<file path="src/rtl/flash_mode_pkg.sv">
// constants, device map and types for the flash mode controller
package flash_mode_pkg;
  // clock and timing
  localparam int unsigned CLK_MHZ         = 25;
  localparam int unsigned DF_SETUP_NS     = 4000;
  localparam int unsigned DF_SETUP_CYCLES = (DF_SETUP_NS * CLK_MHZ + 999) / 1000;
  localparam int unsigned CNT_W           = 16;

  // software port map (byte addresses)
  localparam int unsigned ADDR_W   = 8;
  localparam logic [7:0] A_CMD     = 8'h00;
  localparam logic [7:0] A_STATUS  = 8'h04;
  localparam logic [7:0] A_IRQSTAT = 8'h08;
  localparam logic [7:0] A_IRQMASK = 8'h0c;
  localparam logic [7:0] A_CTRL    = 8'h10;
  localparam logic [7:0] A_FREQ    = 8'h14;

  // device register map
  localparam logic [7:0] DEV_DF_ACCESS_CTL = 8'h00;
  localparam logic [7:0] DEV_MODE_CTL      = 8'h01;
  localparam logic [7:0] DEV_FREQ_SET      = 8'h02;
  localparam int unsigned DF_EN_BIT        = 0;

  // command word fields and operations
  localparam int unsigned OP_LSB  = 0;
  localparam int unsigned ARG_LSB = 8;
  localparam logic [2:0] OP_INIT  = 3'h1;
  localparam logic [2:0] OP_DFACC = 3'h2;
  localparam logic [2:0] OP_MODE  = 3'h3;
  localparam logic [2:0] OP_CHECK = 3'h4;

  // request codes
  localparam logic [7:0] ACCESS_DISABLE_REQ = 8'h00;
  localparam logic [7:0] ACCESS_ENABLE_REQ  = 8'h01;
  localparam logic [7:0] REQ_CODE_PROG      = 8'h01;
  localparam logic [7:0] REQ_DATA_PROG      = 8'h02;
  localparam logic [7:0] REQ_CODE_TO_NONPRG = 8'h03;
  localparam logic [7:0] REQ_DATA_TO_NONPRG = 8'h04;

  // mode register read-back values
  localparam logic [7:0] RD_NONPROG   = 8'h08;
  localparam logic [7:0] RD_CODE_PROG = 8'h82;
  localparam logic [7:0] RD_DATA_PROG = 8'h10;

  // result codes
  localparam logic [7:0] RES_OK       = 8'h00;
  localparam logic [7:0] RES_PARAM    = 8'h10;
  localparam logic [7:0] RES_MISMATCH = 8'h11;

  // frequency range and threshold in MHz
  localparam logic [7:0] FREQ_MIN    = 8'h02;
  localparam logic [7:0] FREQ_MAX    = 8'h28;
  localparam logic [7:0] FREQ_THRESH = 8'h17;

  // status and interrupt bits
  localparam int unsigned ST_BUSY    = 0;
  localparam int unsigned ST_INIT    = 1;
  localparam int unsigned ST_DFEN    = 2;
  localparam int unsigned ST_DFRDY   = 3;
  localparam int unsigned ST_RES_LSB = 8;
  localparam int unsigned IRQ_DONE   = 0;
  localparam int unsigned IRQ_ERR    = 1;

  typedef struct packed {
    logic [7:0] addr;
    logic [7:0] wdata;
    logic       we;
    logic       re;
  } dev_req_t;

  typedef enum logic [3:0] {
    S_IDLE, S_START, S_WAITIDLE, S_RDMODE, S_DECIDE, S_WRMODE, S_SETTLE,
    S_WRFREQ, S_RDCHK, S_RDCHKW, S_DFSETUP, S_FINISH
  } fsm_t;

  typedef struct packed {
    fsm_t             st;
    logic [2:0]       op;
    logic [7:0]       arg;
    logic [7:0]       result;
    logic             busy;
    logic             initDone;
    logic [7:0]       freqVal;
    logic             dfEnable;
    logic             dfReady;
    logic [CNT_W-1:0] cnt;
    logic [7:0]       modeRd;
    logic [1:0]       irqStat;
    logic [1:0]       irqMask;
    logic             intEnSw;
    logic [31:0]      rdata;
    dev_req_t         dev;
    logic             cpuIntEn;
    logic             irq;
    logic [1:0]       busySync1;
    logic [1:0]       busySync2;
  } ctrl_state_t;
endpackage

</file>
<file path="src/rtl/flash_mode_ctrl.sv">
// flash mode and data-flash access controller driving the device registers
// Notes on behaviour
// data-flash reads only while access enable set
// disable or unknown code clears access enable
// wait 4 us setup after enabling access
// change access enable only in non-programmable mode
// mode register written per request code
// settle wait inserted after mode write
// interrupts masked around mode write and settle
// load converted frequency after interrupt restore
// unknown mode code acts as code 0x04
// report 0x00 on match, 0x11 on mismatch
// programming modes entered only from non-programmable
// start mode change only when sequencers idle
// frequency init required before mode change
// frequency value from MHz with threshold 23
// frequency accepted only from 2 to 40
// mode read-back 0x08, 0x82, 0x10 confirms mode
//
// Local design decisions: the register offsets and the address-and-strobe port.
module flash_mode_ctrl #(
  parameter int unsigned MODE_SETTLE_CYCLES = 16,
  parameter logic [7:0]  WR_NONPROG         = 8'h08,
  parameter logic [7:0]  WR_CODE_PROG       = 8'h82,
  parameter logic [7:0]  WR_DATA_PROG       = 8'h10
) (
  input  wire logic                   mclk,
  input  wire logic                   arst_n,
  input  wire logic [7:0]             swAddr,
  input  wire logic [31:0]            swWdata,
  input  wire logic                   swWe,
  input  wire logic                   swRe,
  output logic [31:0]                 swRdata,
  output flash_mode_pkg::dev_req_t    devReq,
  input  wire logic [7:0]             devRdata,
  input  wire logic                   seqBusy,
  input  wire logic                   extraBusy,
  output logic                        cpuIntEn,
  output logic                        dfReady,
  output logic                        irq
);
  // whole controller state lives in one registered word; n is its next value
  flash_mode_pkg::ctrl_state_t s;
  flash_mode_pkg::ctrl_state_t n;

  // read-back value that the requested mode must show
  function automatic logic [7:0] expectedMode(input logic [7:0] code);
    case (code)
      flash_mode_pkg::REQ_CODE_PROG: expectedMode = flash_mode_pkg::RD_CODE_PROG;
      flash_mode_pkg::REQ_DATA_PROG: expectedMode = flash_mode_pkg::RD_DATA_PROG;
      default:                       expectedMode = flash_mode_pkg::RD_NONPROG;
    endcase
  endfunction

  // value written to the mode register for a request
  function automatic logic [7:0] writeCode(input logic [7:0] code);
    case (code)
      flash_mode_pkg::REQ_CODE_PROG: writeCode = WR_CODE_PROG;
      flash_mode_pkg::REQ_DATA_PROG: writeCode = WR_DATA_PROG;
      default:                       writeCode = WR_NONPROG;
    endcase
  endfunction

  // true for the two codes that enter a programming mode
  function automatic logic isProgReq(input logic [7:0] code);
    isProgReq = (code == flash_mode_pkg::REQ_CODE_PROG) || (code == flash_mode_pkg::REQ_DATA_PROG);
  endfunction

  // converted frequency setting, 9-bit sum avoids overflow
  function automatic logic [7:0] convFreq(input logic [7:0] mhz);
    logic [8:0] sum;
    sum = {1'b0, mhz} + {1'b0, flash_mode_pkg::FREQ_THRESH};
    if (mhz <= flash_mode_pkg::FREQ_THRESH) begin
      convFreq = mhz - 8'h01;
    end else begin
      convFreq = sum[8:1];
    end
  endfunction

  // counter loads: a wait ends on the cycle that sees zero, so one less
  // is loaded to make the wait last exactly the stated number of cycles
  localparam logic [flash_mode_pkg::CNT_W-1:0] SETTLE_LOAD =
    flash_mode_pkg::CNT_W'(MODE_SETTLE_CYCLES - 1);
  localparam logic [flash_mode_pkg::CNT_W-1:0] DF_SETUP_LOAD =
    flash_mode_pkg::CNT_W'(flash_mode_pkg::DF_SETUP_CYCLES - 1);

  // event pulses and the decoded access request
  logic [1:0] irqSet;
  logic [1:0] irqClr;
  logic       crit;
  logic       dfOn;

  // next-state logic for the whole controller
  always_comb begin
    n = s;
    irqSet = 2'h0;
    irqClr = 2'h0;
    dfOn = (s.arg == flash_mode_pkg::ACCESS_ENABLE_REQ);
    // device strobes and read data are one-cycle pulses by default
    n.dev.we = 1'b0;
    n.dev.re = 1'b0;
    n.rdata = 32'h0;
    // busy pins come from another domain
    n.busySync1 = {extraBusy, seqBusy};
    n.busySync2 = s.busySync1;

    // software writes; commands while busy are dropped
    if (swWe) begin
      case (swAddr)
        // a command word carries its operation and one argument byte
        flash_mode_pkg::A_CMD: begin
          if (!s.busy) begin
            n.op = swWdata[flash_mode_pkg::OP_LSB +: 3];
            n.arg = swWdata[flash_mode_pkg::ARG_LSB +: 8];
            n.busy = 1'b1;
            n.st = flash_mode_pkg::S_START;
          end
        end
        flash_mode_pkg::A_IRQSTAT: irqClr = swWdata[1:0];
        flash_mode_pkg::A_IRQMASK: n.irqMask = swWdata[1:0];
        flash_mode_pkg::A_CTRL:    n.intEnSw = swWdata[0];
        default: ;
      endcase
    end

    // software reads, data in the following cycle
    if (swRe) begin
      case (swAddr)
        flash_mode_pkg::A_CMD: n.rdata = {16'h0, s.arg, 5'h0, s.op};
        flash_mode_pkg::A_STATUS: begin
          n.rdata[flash_mode_pkg::ST_BUSY] = s.busy;
          n.rdata[flash_mode_pkg::ST_INIT] = s.initDone;
          n.rdata[flash_mode_pkg::ST_DFEN] = s.dfEnable;
          n.rdata[flash_mode_pkg::ST_DFRDY] = s.dfReady;
          n.rdata[flash_mode_pkg::ST_RES_LSB +: 8] = s.result;
        end
        flash_mode_pkg::A_IRQSTAT: n.rdata = {30'h0, s.irqStat};
        flash_mode_pkg::A_IRQMASK: n.rdata = {30'h0, s.irqMask};
        flash_mode_pkg::A_CTRL:    n.rdata = {31'h0, s.intEnSw};
        flash_mode_pkg::A_FREQ:    n.rdata = {24'h0, s.freqVal};
        default:                   n.rdata = 32'h0;
      endcase
    end

    // command sequencer
    case (s.st)
      // nothing to do until software writes a command
      flash_mode_pkg::S_IDLE: ;
      // init completes here; the other operations first need the device
      flash_mode_pkg::S_START: begin
        case (s.op)
          flash_mode_pkg::OP_INIT: begin
            if (s.arg >= flash_mode_pkg::FREQ_MIN && s.arg <= flash_mode_pkg::FREQ_MAX) begin
              n.initDone = 1'b1;
              n.freqVal = convFreq(s.arg);
              n.result = flash_mode_pkg::RES_OK;
            end else begin
              n.result = flash_mode_pkg::RES_PARAM;
            end
            n.st = flash_mode_pkg::S_FINISH;
          end
          flash_mode_pkg::OP_DFACC,
          flash_mode_pkg::OP_MODE,
          flash_mode_pkg::OP_CHECK: n.st = flash_mode_pkg::S_WAITIDLE;
          default: begin
            n.result = flash_mode_pkg::RES_PARAM;
            n.st = flash_mode_pkg::S_FINISH;
          end
        endcase
      end
      flash_mode_pkg::S_WAITIDLE: begin
        // hold off until both sequencers are idle
        // busy is looked at only before the first access; a sequencer
        // started in mid-change is not guarded, firmware must not do that
        if (s.busySync2 == 2'h0) begin
          n.dev.re = 1'b1;
          n.dev.addr = flash_mode_pkg::DEV_MODE_CTL;
          n.st = flash_mode_pkg::S_RDMODE;
        end
      end
      // the device port answers in the cycle of the read strobe,
      // so the mode is taken here with no extra wait state
      flash_mode_pkg::S_RDMODE: begin
        n.modeRd = devRdata;
        n.st = flash_mode_pkg::S_DECIDE;
      end
      // act on the mode just read; a refused request writes nothing
      flash_mode_pkg::S_DECIDE: begin
        n.st = flash_mode_pkg::S_FINISH;
        case (s.op)
          flash_mode_pkg::OP_DFACC: begin
            if (s.modeRd != flash_mode_pkg::RD_NONPROG) begin
              n.result = flash_mode_pkg::RES_MISMATCH;
            end else begin
              n.dev.we = 1'b1;
              n.dev.addr = flash_mode_pkg::DEV_DF_ACCESS_CTL;
              n.dev.wdata = 8'h00;
              n.dev.wdata[flash_mode_pkg::DF_EN_BIT] = dfOn;
              n.dfEnable = dfOn;
              n.dfReady = 1'b0;
              if (dfOn) begin
                n.cnt = DF_SETUP_LOAD;
                n.st = flash_mode_pkg::S_DFSETUP;
              end else begin
                n.result = flash_mode_pkg::RES_OK;
              end
            end
          end
          // refuse first: no init yet, or programming entered from programming
          flash_mode_pkg::OP_MODE: begin
            if (!s.initDone) begin
              n.result = flash_mode_pkg::RES_PARAM;
            end else if (isProgReq(s.arg) && s.modeRd != flash_mode_pkg::RD_NONPROG) begin
              n.result = flash_mode_pkg::RES_MISMATCH;
            end else begin
              n.dev.we = 1'b1;
              n.dev.addr = flash_mode_pkg::DEV_MODE_CTL;
              n.dev.wdata = writeCode(s.arg);
              n.st = flash_mode_pkg::S_WRMODE;
            end
          end
          default: begin
            // plain mode check
            if (s.modeRd == expectedMode(s.arg)) begin
              n.result = flash_mode_pkg::RES_OK;
            end else begin
              n.result = flash_mode_pkg::RES_MISMATCH;
            end
          end
        endcase
      end
      // mode write is out this cycle, interrupts already masked
      flash_mode_pkg::S_WRMODE: begin
        n.cnt = SETTLE_LOAD;
        n.st = flash_mode_pkg::S_SETTLE;
      end
      // settle wait; a slower device needs a larger parameter
      flash_mode_pkg::S_SETTLE: begin
        if (s.cnt == '0) begin
          n.st = flash_mode_pkg::S_WRFREQ;
        end else begin
          n.cnt = s.cnt - 1'b1;
        end
      end
      flash_mode_pkg::S_WRFREQ: begin
        // interrupts already restored here
        n.dev.we = 1'b1;
        n.dev.addr = flash_mode_pkg::DEV_FREQ_SET;
        n.dev.wdata = s.freqVal;
        n.st = flash_mode_pkg::S_RDCHK;
      end
      // read the mode back to confirm the change took effect
      flash_mode_pkg::S_RDCHK: begin
        n.dev.re = 1'b1;
        n.dev.addr = flash_mode_pkg::DEV_MODE_CTL;
        n.st = flash_mode_pkg::S_RDCHKW;
      end
      // compare in the cycle the device answers
      flash_mode_pkg::S_RDCHKW: begin
        if (devRdata == expectedMode(s.arg)) begin
          n.result = flash_mode_pkg::RES_OK;
        end else begin
          n.result = flash_mode_pkg::RES_MISMATCH;
        end
        n.st = flash_mode_pkg::S_FINISH;
      end
      // data-flash reads stay blocked until the setup time has run
      flash_mode_pkg::S_DFSETUP: begin
        if (s.cnt == '0) begin
          n.dfReady = 1'b1;
          n.result = flash_mode_pkg::RES_OK;
          n.st = flash_mode_pkg::S_FINISH;
        end else begin
          n.cnt = s.cnt - 1'b1;
        end
      end
      // free the command port; events show one cycle later
      flash_mode_pkg::S_FINISH: begin
        n.busy = 1'b0;
        irqSet[flash_mode_pkg::IRQ_DONE] = 1'b1;
        irqSet[flash_mode_pkg::IRQ_ERR] = (s.result != flash_mode_pkg::RES_OK);
        n.st = flash_mode_pkg::S_IDLE;
      end
      default: n.st = flash_mode_pkg::S_IDLE;
    endcase

    // set wins over a same-cycle clear
    n.irqStat = (s.irqStat & ~irqClr) | irqSet;
    n.irq = |(n.irqStat & n.irqMask);
    // mask from the mode write through the settle wait, then restore
    crit = (n.st == flash_mode_pkg::S_WRMODE) || (n.st == flash_mode_pkg::S_SETTLE);
    n.cpuIntEn = crit ? 1'b0 : n.intEnSw;
  end

  // single state register
  always_ff @(posedge mclk or negedge arst_n) begin
    if (!arst_n) begin
      s <= '0;
    end else begin
      s <= n;
    end
  end

  // outputs straight from the state register
  assign swRdata = s.rdata;
  assign devReq = s.dev;
  assign cpuIntEn = s.cpuIntEn;
  assign dfReady = s.dfReady;
  assign irq = s.irq;
endmodule

</file>
<file path="config.mk">
export PLATFORM = sky130hd
export DESIGN_NAME = flash_mode_ctrl
export DESIGN_NICKNAME = d
export VERILOG_FILES = /design/src/rtl/flash_mode_pkg.sv /design/src/rtl/flash_mode_ctrl.sv
export SDC_FILE = /design/constraint.sdc
export NUM_CORES = 1
export LEC_CHECK = 0
export BUFFER_PORTS_ARGS = -buffer_cell sky130_fd_sc_hd__buf_2
export CAP_MARGIN = 20
export CORE_AREA = 2 2 104 106
export DETAILED_ROUTE_END_ITERATION = 8
export DIE_AREA = 0 0 106 108
export GPL_TIMING_DRIVEN = 0
export PLACE_DENSITY = 0.76
export SYNTH_ARGS = -nofsm -noshare
export SYNTH_HDL_FRONTEND = slang
export SYNTH_SLANG_ARGS = --single-unit
</file>
<file path="constraint.sdc">
create_clock -name mclk -period 2.2 [get_ports mclk]
set_clock_uncertainty 0.1 [all_clocks]
set_input_delay 0.22 -clock mclk [delete_from_list [all_inputs] [get_ports mclk]]
set_output_delay 0.22 -clock mclk [all_outputs]
set_load 0.03 [all_outputs]
</file>
* Yosys cells after proc, flatten, opt, wreduce, memory -nomap -nowiden *
Cells that the tools add are included.

word-level totals
  flip-flop bits (word level) = 120
  input port bits = 54
  word-level logic and storage cells = 163

cells by class
  $add $sub $neg = 3
  magnitude comparators = 3
  equal/unequal tests = 40
  multiplexer cells = 59
  bitwise logic cells = 6
  reductions and logical operators = 29

operator list
  kind                                                number
  two-way mux 17 bit                                  5
  two-way mux 8 bit                                   10
  one-hot mux 8 bit (2 select lines)                  4
  one-hot mux 8 bit (4 select lines)                  2
  two-way mux 16 bit                                  3
  one-hot mux 16 bit (3 select lines)                 1
  two-way mux 15 bit                                  3
  one-hot mux 4 bit (11 select lines)                 1
  one-hot mux 17 bit (2 select lines)                 1
  two-way mux 4 bit                                   7
  == test 4 x 3 -> 1 bit, second input constant       6
  one-hot mux 4 bit (6 select lines)                  1
  one-hot mux 9 bit (2 select lines)                  1
  == test 4 bit, second input constant                4
  == test 8 x 4 -> 1 bit, second input constant       2
  == test 8 x 5 -> 1 bit, second input constant       2
  == test 8 bit                                       2
  logical NOT 16 bit                                  1
  subtractor 16 x 1 -> 16 bit, second input constant  1
  two-way mux 5 bit                                   3
  AND reduction 5 bit                                 3
  != test 2 bit, second input constant                6
  adder 8 x 5 -> 9 bit, second input constant         1
  two-way mux 1 bit                                   9
  40 further kinds                                    61

* Logic depth before layout (Yosys ltp) *
Gate-level depths: netlist of run 1.

  depth in word-level cells = 10
  mapped depth = 9
  gate-level depth less buffers = 8

* Worst setup path after synthesis of run 1 *
No wires, ideal clock.

  kind = reg2reg
  start = register s[76] (netlist bit)
  end = register s[101] (netlist bit)
  setup time = 125 ps
  data arrival time = 2086 ps
  slack = -111 ps
  stages on the path, launching flop included = 7
  path buffers = 1
  cells stage by stage = dfrtp_1 or4_1 clkbuf_1 nor4_4 and2_1 o211a_1 mux2_2

on the way
  word-level cells in the longest chain between the ends = 3

RTL lines
  element                        RTL line                source
  start, declared                flash_mode_ctrl.sv:43   flash_mode_pkg::ctrl_state_t s;
  start signal, assigned         flash_mode_ctrl.sv:300  s <= n;
  logical NOT 16 bit             flash_mode_ctrl.sv:269  if (s.cnt == '0) begin
  != test 2 bit (no line)        --
  AND reduction 5 bit (no line)  --

No other way between the ends.
A chain may end at the register's enable or synchronous reset.

* Worst setup path in the final report of run 1 *
  start = register s[107] (netlist bit)
  end = register s[101] (netlist bit)

on the way
  word-level cells in the longest chain between the ends = 8

RTL lines
  element                                                                  RTL line                                                             source
  == test 8 x 2 -> 1 bit / == test 8 x 1 -> 1 bit (equally long branches)  flash_mode_ctrl.sv:48, flash_mode_ctrl.sv:66, flash_mode_ctrl.sv:98
  one-hot mux 8 bit (2 select lines)                                       flash_mode_ctrl.sv:48                                                case (code)
  two-way mux 8 bit                                                        flash_mode_ctrl.sv:190                                               case (s.op)
  two-way mux 8 bit                                                        flash_mode_ctrl.sv:146                                               case (s.st)
  == test 8 bit                                                            flash_mode_ctrl.sv:224                                               if (s.modeRd == expectedMode(s.arg)) begin
  two-way mux 5 bit                                                        flash_mode_ctrl.sv:224
  one-hot mux 8 bit (2 select lines)                                       flash_mode_ctrl.sv:190
  one-hot mux 8 bit (4 select lines)                                       flash_mode_ctrl.sv:146

Several ways; a longest one is shown, not always the timed one. The select of a mux whose other input is x is not followed.

==> results of run 1 <==
[power breakdown]
part | leakage (nW) | total [W] | internal (W) | switching [W]
registers | 1.20 | 0.00235 | 0.00203 | 0.000327
logic | 1.93 | 0.00254 | 0.00118 | 0.00136
clock network | 0.103 | 0.00124 | 0.000660 | 0.000576
total | 3.23 | 0.00613 | 0.00386 | 0.00226
[synthesized netlist by cell type, drive strengths merged, types with 7 or more instances]
| master | instances |
|---|---|
| a21oi | 19 |
| nand4 | 7 |
| xor2 | 13 |
| buf | 57 |
| dfrtp | 92 |
| o21ai | 25 |
| nand3 | 15 |
| nand2 | 70 |
| nor3 | 14 |
| mux2 | 14 |
| and3 | 19 |
| nor3b | 7 |
| nor2 | 34 |
| inv | 14 |
| clkbuf | 15 |
| nor2b | 12 |
[final cells by class]
class	count	area share
plain buffers	67	0.0733
clock buffers	12	0.0219
inverters	14	0.00793
multi-input cells	365	0.389
flip-flops and latches	92	0.349
clock inverters	2	0.00907
repair buffers	119	0.124
well taps	136	0.0257
[state kept, by name, indices dropped and copies added, names as in the netlist]
signal / count
cpuIntEn: 1
devReq: 12
dfReady: 1
irq: 1
n: 2
s: 59
swRdata: 16
[critical path, stage by stage, from the launching register on]
cell and delay, ns:
dfrtp_1 0.38, buf_6 0.14, nor3_4 0.34, nand3_4 0.13, o311ai_2 0.27, a311oi_2 0.16, o31a_1 0.31, mux2_4 0.25
[logic make-up after synthesis]
logic type / share of synthesized area
simple gates: 0.232
compound gates: 0.130
flops: 0.457
buf+inv: 0.106
mux: 0.0402
xor+xnor: 0.0243
fa+ha+maj: 0.00993
other cells: 0.000744
[final timing paths]
path	end	slack, ns	depth (start not counted)
max in group asynchronous	s[111]$_DFFE_PN0P_	1.12	3
max	s[101]$_DFFE_PN0P_	-0.01	7
max reg2reg	s[101]$_DFFE_PN0P_	-0.01	7
min reg2reg	s[0]$_DFF_PN0_	0.25	0
min	s[63]$_DFFE_PN0P_	0.005	2
min in group asynchronous	n[1]$_DFF_PN0_	0.23	2
[repair_timing]
item	CTS	global route
endpoints found under the hold margin	46	0
pin swaps	12	18
cloned	0	1
buffers inserted	14	24
setup endpoints to repair	46	56
resized for setup	35	53
hold buffers	18	0
[metrics by stage]
stage                     instance area (um2)   TNS, ns  utilization  instances
after floorplan                          5120         0            -        543
after detailed placement                 5630     -7.08        0.550        741
after global routing                     6630    -0.606        0.648        807
final                                    6630  -0.00952        0.648        807
after CTS                                6290    -0.186        0.615        786
after global placement                   5600     -5.54        0.547        740
[layer usage]
| metal | routed length [um] | vias up | global-route usage |
|---|---|---|---|
| met5 | 0 | - | 0 |
| met1 | 5420 | 2147 | 0.282 |
| li1 | - | 2078 | - |
| met4 | 304 | 0 | 0.0883 |
| met3 | 597 | 33 | 0.0338 |
| met2 | 6500 | 146 | 0.364 |
==> results_dict.tcl, run 1 <==
set metrics [dict create \
    status "finished, violations left" \
    violations "negative setup slack" \
    cts_max_level 3 \
    grt_pass1_vias 4069 \
    grt_usage 0.216 \
    cp_max_fo 10 \
    syn_to_final_growth_pct 31.4 \
    synth_cells 522 \
    hpwlAfterDp_mm 8.57 \
    ys_seq_area_frac 0.457 \
    hp-class "in2reg" \
    core_um2 10200 \
    antenna_found_initial 0 \
    synth_top_area_cell "dfrtp_1" \
    dieArea_um2 11400 \
    synth_edf_count 0 \
    power_w 0.00613 \
    rows 37 \
    grt_first_pass_wirelength_mm 19.3 \
    grt_max_degree 64 \
    worstPathArrival_ns 2.38 \
    final.period_utilization 1.00 \
    cts-buffers-inserted 9 \
    leakage_nw 3.23 \
    slew-limit-headroom 0.567 \
    drc_errors 0 \
    routed_wl_mm 12.8 \
    fillers 833 \
    io_pins 107 \
    cp.required_ns 2.37 \
    avgViaCountPerCell 5.46 \
    clock_sinks 92 \
    start_util 0.493 \
    startpoint "s[107]$_DFFE_PN0P_" \
    pwr_density_cell_nw_per_um2 925 \
    slew_violations 0 \
    cts_tree "done" \
    cts.clk_slew.worst_paths_ns 0.08 \
    worst_setup_path_start_kind "flip-flop" \
    multi_input_area_um2 2580 \
    place_congestion 0.841 \
    yosys_warnings 0 \
    setup_slack_ns -0.00952 \
    root_buffer "clkbuf_8" \
    nets 726 \
    critical_path_class "reg2reg" \
    netlist.area_leader.share 0.457 \
    num_vias 4404 \
    fp.dieW_um 106 \
    dr.pass1.iters 6 \
    ys_ff_latch 92 \
    antenna_cells 0 \
    synth-main-ff-cell "dfrtp_1" \
    drive_above_1_share 0.368 \
    syn_area_um2 5040 \
    r2r-start "s[107]$_DFFE_PN0P_" \
    ys_top_cells_by_area "dfrtp_1 (46%), buf_4 (7.4%), nand2_1 (5.1%), mux2_2 (3.1%), nor2_1 (2.5%)" \
    rsz0062_at_grt "yes" \
    clk_path_buf_depth 2 \
    worstMarginPinSlew_ns 0.644 \
    cp-end-kind "flip-flop" \
    ant_nets 0 \
    synth_cell_types 67 \
    avgSynthCellArea_um2 9.66 \
    hold_violations 0 \
    cap_violations 0 \
    hold_ws_ns 0.00482 \
    synthArstFlopShare 1.00 \
    final_common_cell "buf_4" \
    worstSkewPairLatency_ns 0.38 \
    drt_iter0_drc 293 \
    routedWlPerCell_um 15.9 \
    final_cell_mix "buf_4 (87), dfrtp_1 (85), nand2_1 (68)" \
    regArea_um2 2310 \
    port_buffers 61 \
    die_y_um 108 \
    dp_slack_ns -0.344 \
    holdCritStartpoint "devRdata[2]" \
    fmax_mhz 453 \
    setup_viol 1 \
    gr-total-overflow 0 \
    peakVddDrop_mv 0.381 \
    post-route-min-period_ns 2.21 \
]
(Power assumes the default switching activity.)
==> run 2: changes to the inputs <==
RECOVER_POWER = 50   (was not set)
TNS_END_PERCENT = 100   (was not set)
==> run 2 against run 1 <==
  * The run now ends clean
  * Cell area is 0.13% lower
  * Flip-flop and latch count stayed put
  * Wire length hardly changed
  * Die area stayed put
  * Via count is 0.48% higher
  * Highest routed layer unchanged
==> results_dict.tcl, run 2 (synthesis gave the netlist of run 1 again) <==
set metrics [dict create \
    post-route-min-period_ns 2.20 \
    routed_wl_mm 12.8 \
    routedWlPerCell_um 15.9 \
    cts-buffers-inserted 9 \
    power_w 0.00612 \
    worstMarginPinSlew_ns 0.797 \
    port_buffers 61 \
    r2r-start "s[111]$_DFFE_PN0P_" \
    setup_slack_ns 0.00174 \
    rows 37 \
    hpwlAfterDp_mm 8.57 \
    setup_viol 0 \
    final_cells 807 \
    root_buffer "clkbuf_8" \
    start_util 0.493 \
    cts_max_level 3 \
    avgViaCountPerCell 5.48 \
    core_um2 10200 \
    worstSkewPairLatency_ns 0.38 \
    final_common_cell "buf_4" \
    final_area_um2 6620 \
    fp.dieW_um 106 \
    dieArea_um2 11400 \
    drc_errors 0 \
    nets 726 \
    antenna_found_initial 0 \
    cp-end-kind "flip-flop" \
    dp_slack_ns -0.344 \
    cts_tree "done" \
    drt_iter0_drc 291 \
    pwr_density_cell_nw_per_um2 925 \
    final_cell_mix "buf_4 (86), dfrtp_1 (85), nand2_1 (68)" \
    status "complete, no violations" \
    r2r-end "s[101]$_DFFE_PN0P_" \
    place_area_um2 5630 \
    worstPathArrival_ns 2.37 \
    clock_sinks 92 \
    use_met2 0.364 \
    place_inst 741 \
    grt_pass1_vias 4069 \
    grt_usage 0.216 \
    r2r_cells 8 \
    final.period_utilization 0.999 \
    critical_path_class "reg2reg" \
    antenna_cells 0 \
    grt_use_met1 0.282 \
    dr.pass1.iters 5 \
    ant_nets 0 \
    largest_reg_flops 59 \
    worst_setup_path_start_kind "flip-flop" \
    hold_violations 0 \
    largest-register "s" \
    num_vias 4425 \
    cap_violations 0 \
    top_usage_layer "met2" \
    die_y_um 108 \
    r2r_setup_slack_ns 0.002 \
    rsz0062_at_grt "yes" \
    leakage_nw 3.21 \
    met3_usage 0.0338 \
    fin_util 0.647 \
    grt_max_degree 64 \
    min_to "s[63]$_DFFE_PN0P_" \
    whs_path_depth 2 \
    fmax_mhz 455 \
    slew_violations 0 \
    syn_to_final_growth_pct 31.2 \
    gr-total-overflow 0 \
    cp.required_ns 2.37 \
    place_congestion 0.841 \
    cp_max_fo 7 \
    hp-class "in2reg" \
    peakVddDrop_mv 0.379 \
    drive_above_1_share 0.361 \
    slew-limit-headroom 0.469 \
    holdCritStartpoint "devRdata[2]" \
    clk_path_buf_depth 2 \
    cts.clk_slew.worst_paths_ns 0.08 \
    io_pins 107 \
    grt_first_pass_wirelength_mm 19.3 \
]
## run 2: where the power goes
group	internal [W]	total (W)	switching (W)	leakage (nW)
Clock	0.000660	0.00123	0.000575	0.103
Combinational	0.00117	0.00253	0.00135	1.91
Sequential	0.00203	0.00235	0.000327	1.20
Total	0.00386	0.00612	0.00226	3.21
## run 2: metal layers
metal	wire [um]	up-vias	share of wire
met4	300	0	0.023
li1	-	2075	-
met2	6470	181	0.51
met1	5360	2135	0.42
met5	0	-	0
met3	680	34	0.053
## run 2: worst max-delay path: stages, from the launching register on
cell and delay [ns]:
dfrtp_2 0.48, nor3_4 0.19, buf_4 0.18, buf_4 0.13
a41oi_1 0.15, o311ai_2 0.14, a311oi_2 0.16, o31a_1 0.31
mux2_4 0.25
## run 2: layout make-up
cell class | count | area [um2]
timing repair buffer | 119 | 815
multi-input combinational | 365 | 2580
sequential | 92 | 2310
clock buffer | 12 | 145
clock inverter | 2 | 60.1
tap | 136 | 170
buffer | 67 | 485
inverter | 14 | 52.6
fill | 832 | 3610
## run 2: worst max path at each step
stage	start	to	slack (ns)	depth (start not counted)
after floorplan	s[116]$_DFF_PN0_	s[83]$_DFFE_PN0P_	0.006	8
after global placement	s[110]$_DFFE_PN0P_	s[101]$_DFFE_PN0P_	-0.33	7
after detailed placement	s[110]$_DFFE_PN0P_	s[83]$_DFFE_PN0P_	-0.34	8
after CTS	s[76]$_DFFE_PN0P_	s[101]$_DFFE_PN0P_	-0.08	7
after global routing	s[62]$_DFFE_PN0P_	s[83]$_DFFE_PN0P_	-0.09	7
final	s[111]$_DFFE_PN0P_	s[101]$_DFFE_PN0P_	0.002	8
## run 2: metrics by stage
stage,TNS [ns],hold slack (ns)
after floorplan,0,-0.176
after CTS,-0.186,0.00403
after detailed placement,-7.08,0.0803
after global routing,-0.606,0.00329
final,0,0.00515
after global placement,-5.54,0.229
## run 2: timing repair
item,4_1_cts,5_1_grt
setup buffers,14,24
pin swaps,12,18
hold buffers,18,0
gates cloned,0,1
hold endpoints to repair,46,0
setup endpoints to repair,46,56
gates resized for setup,35,53
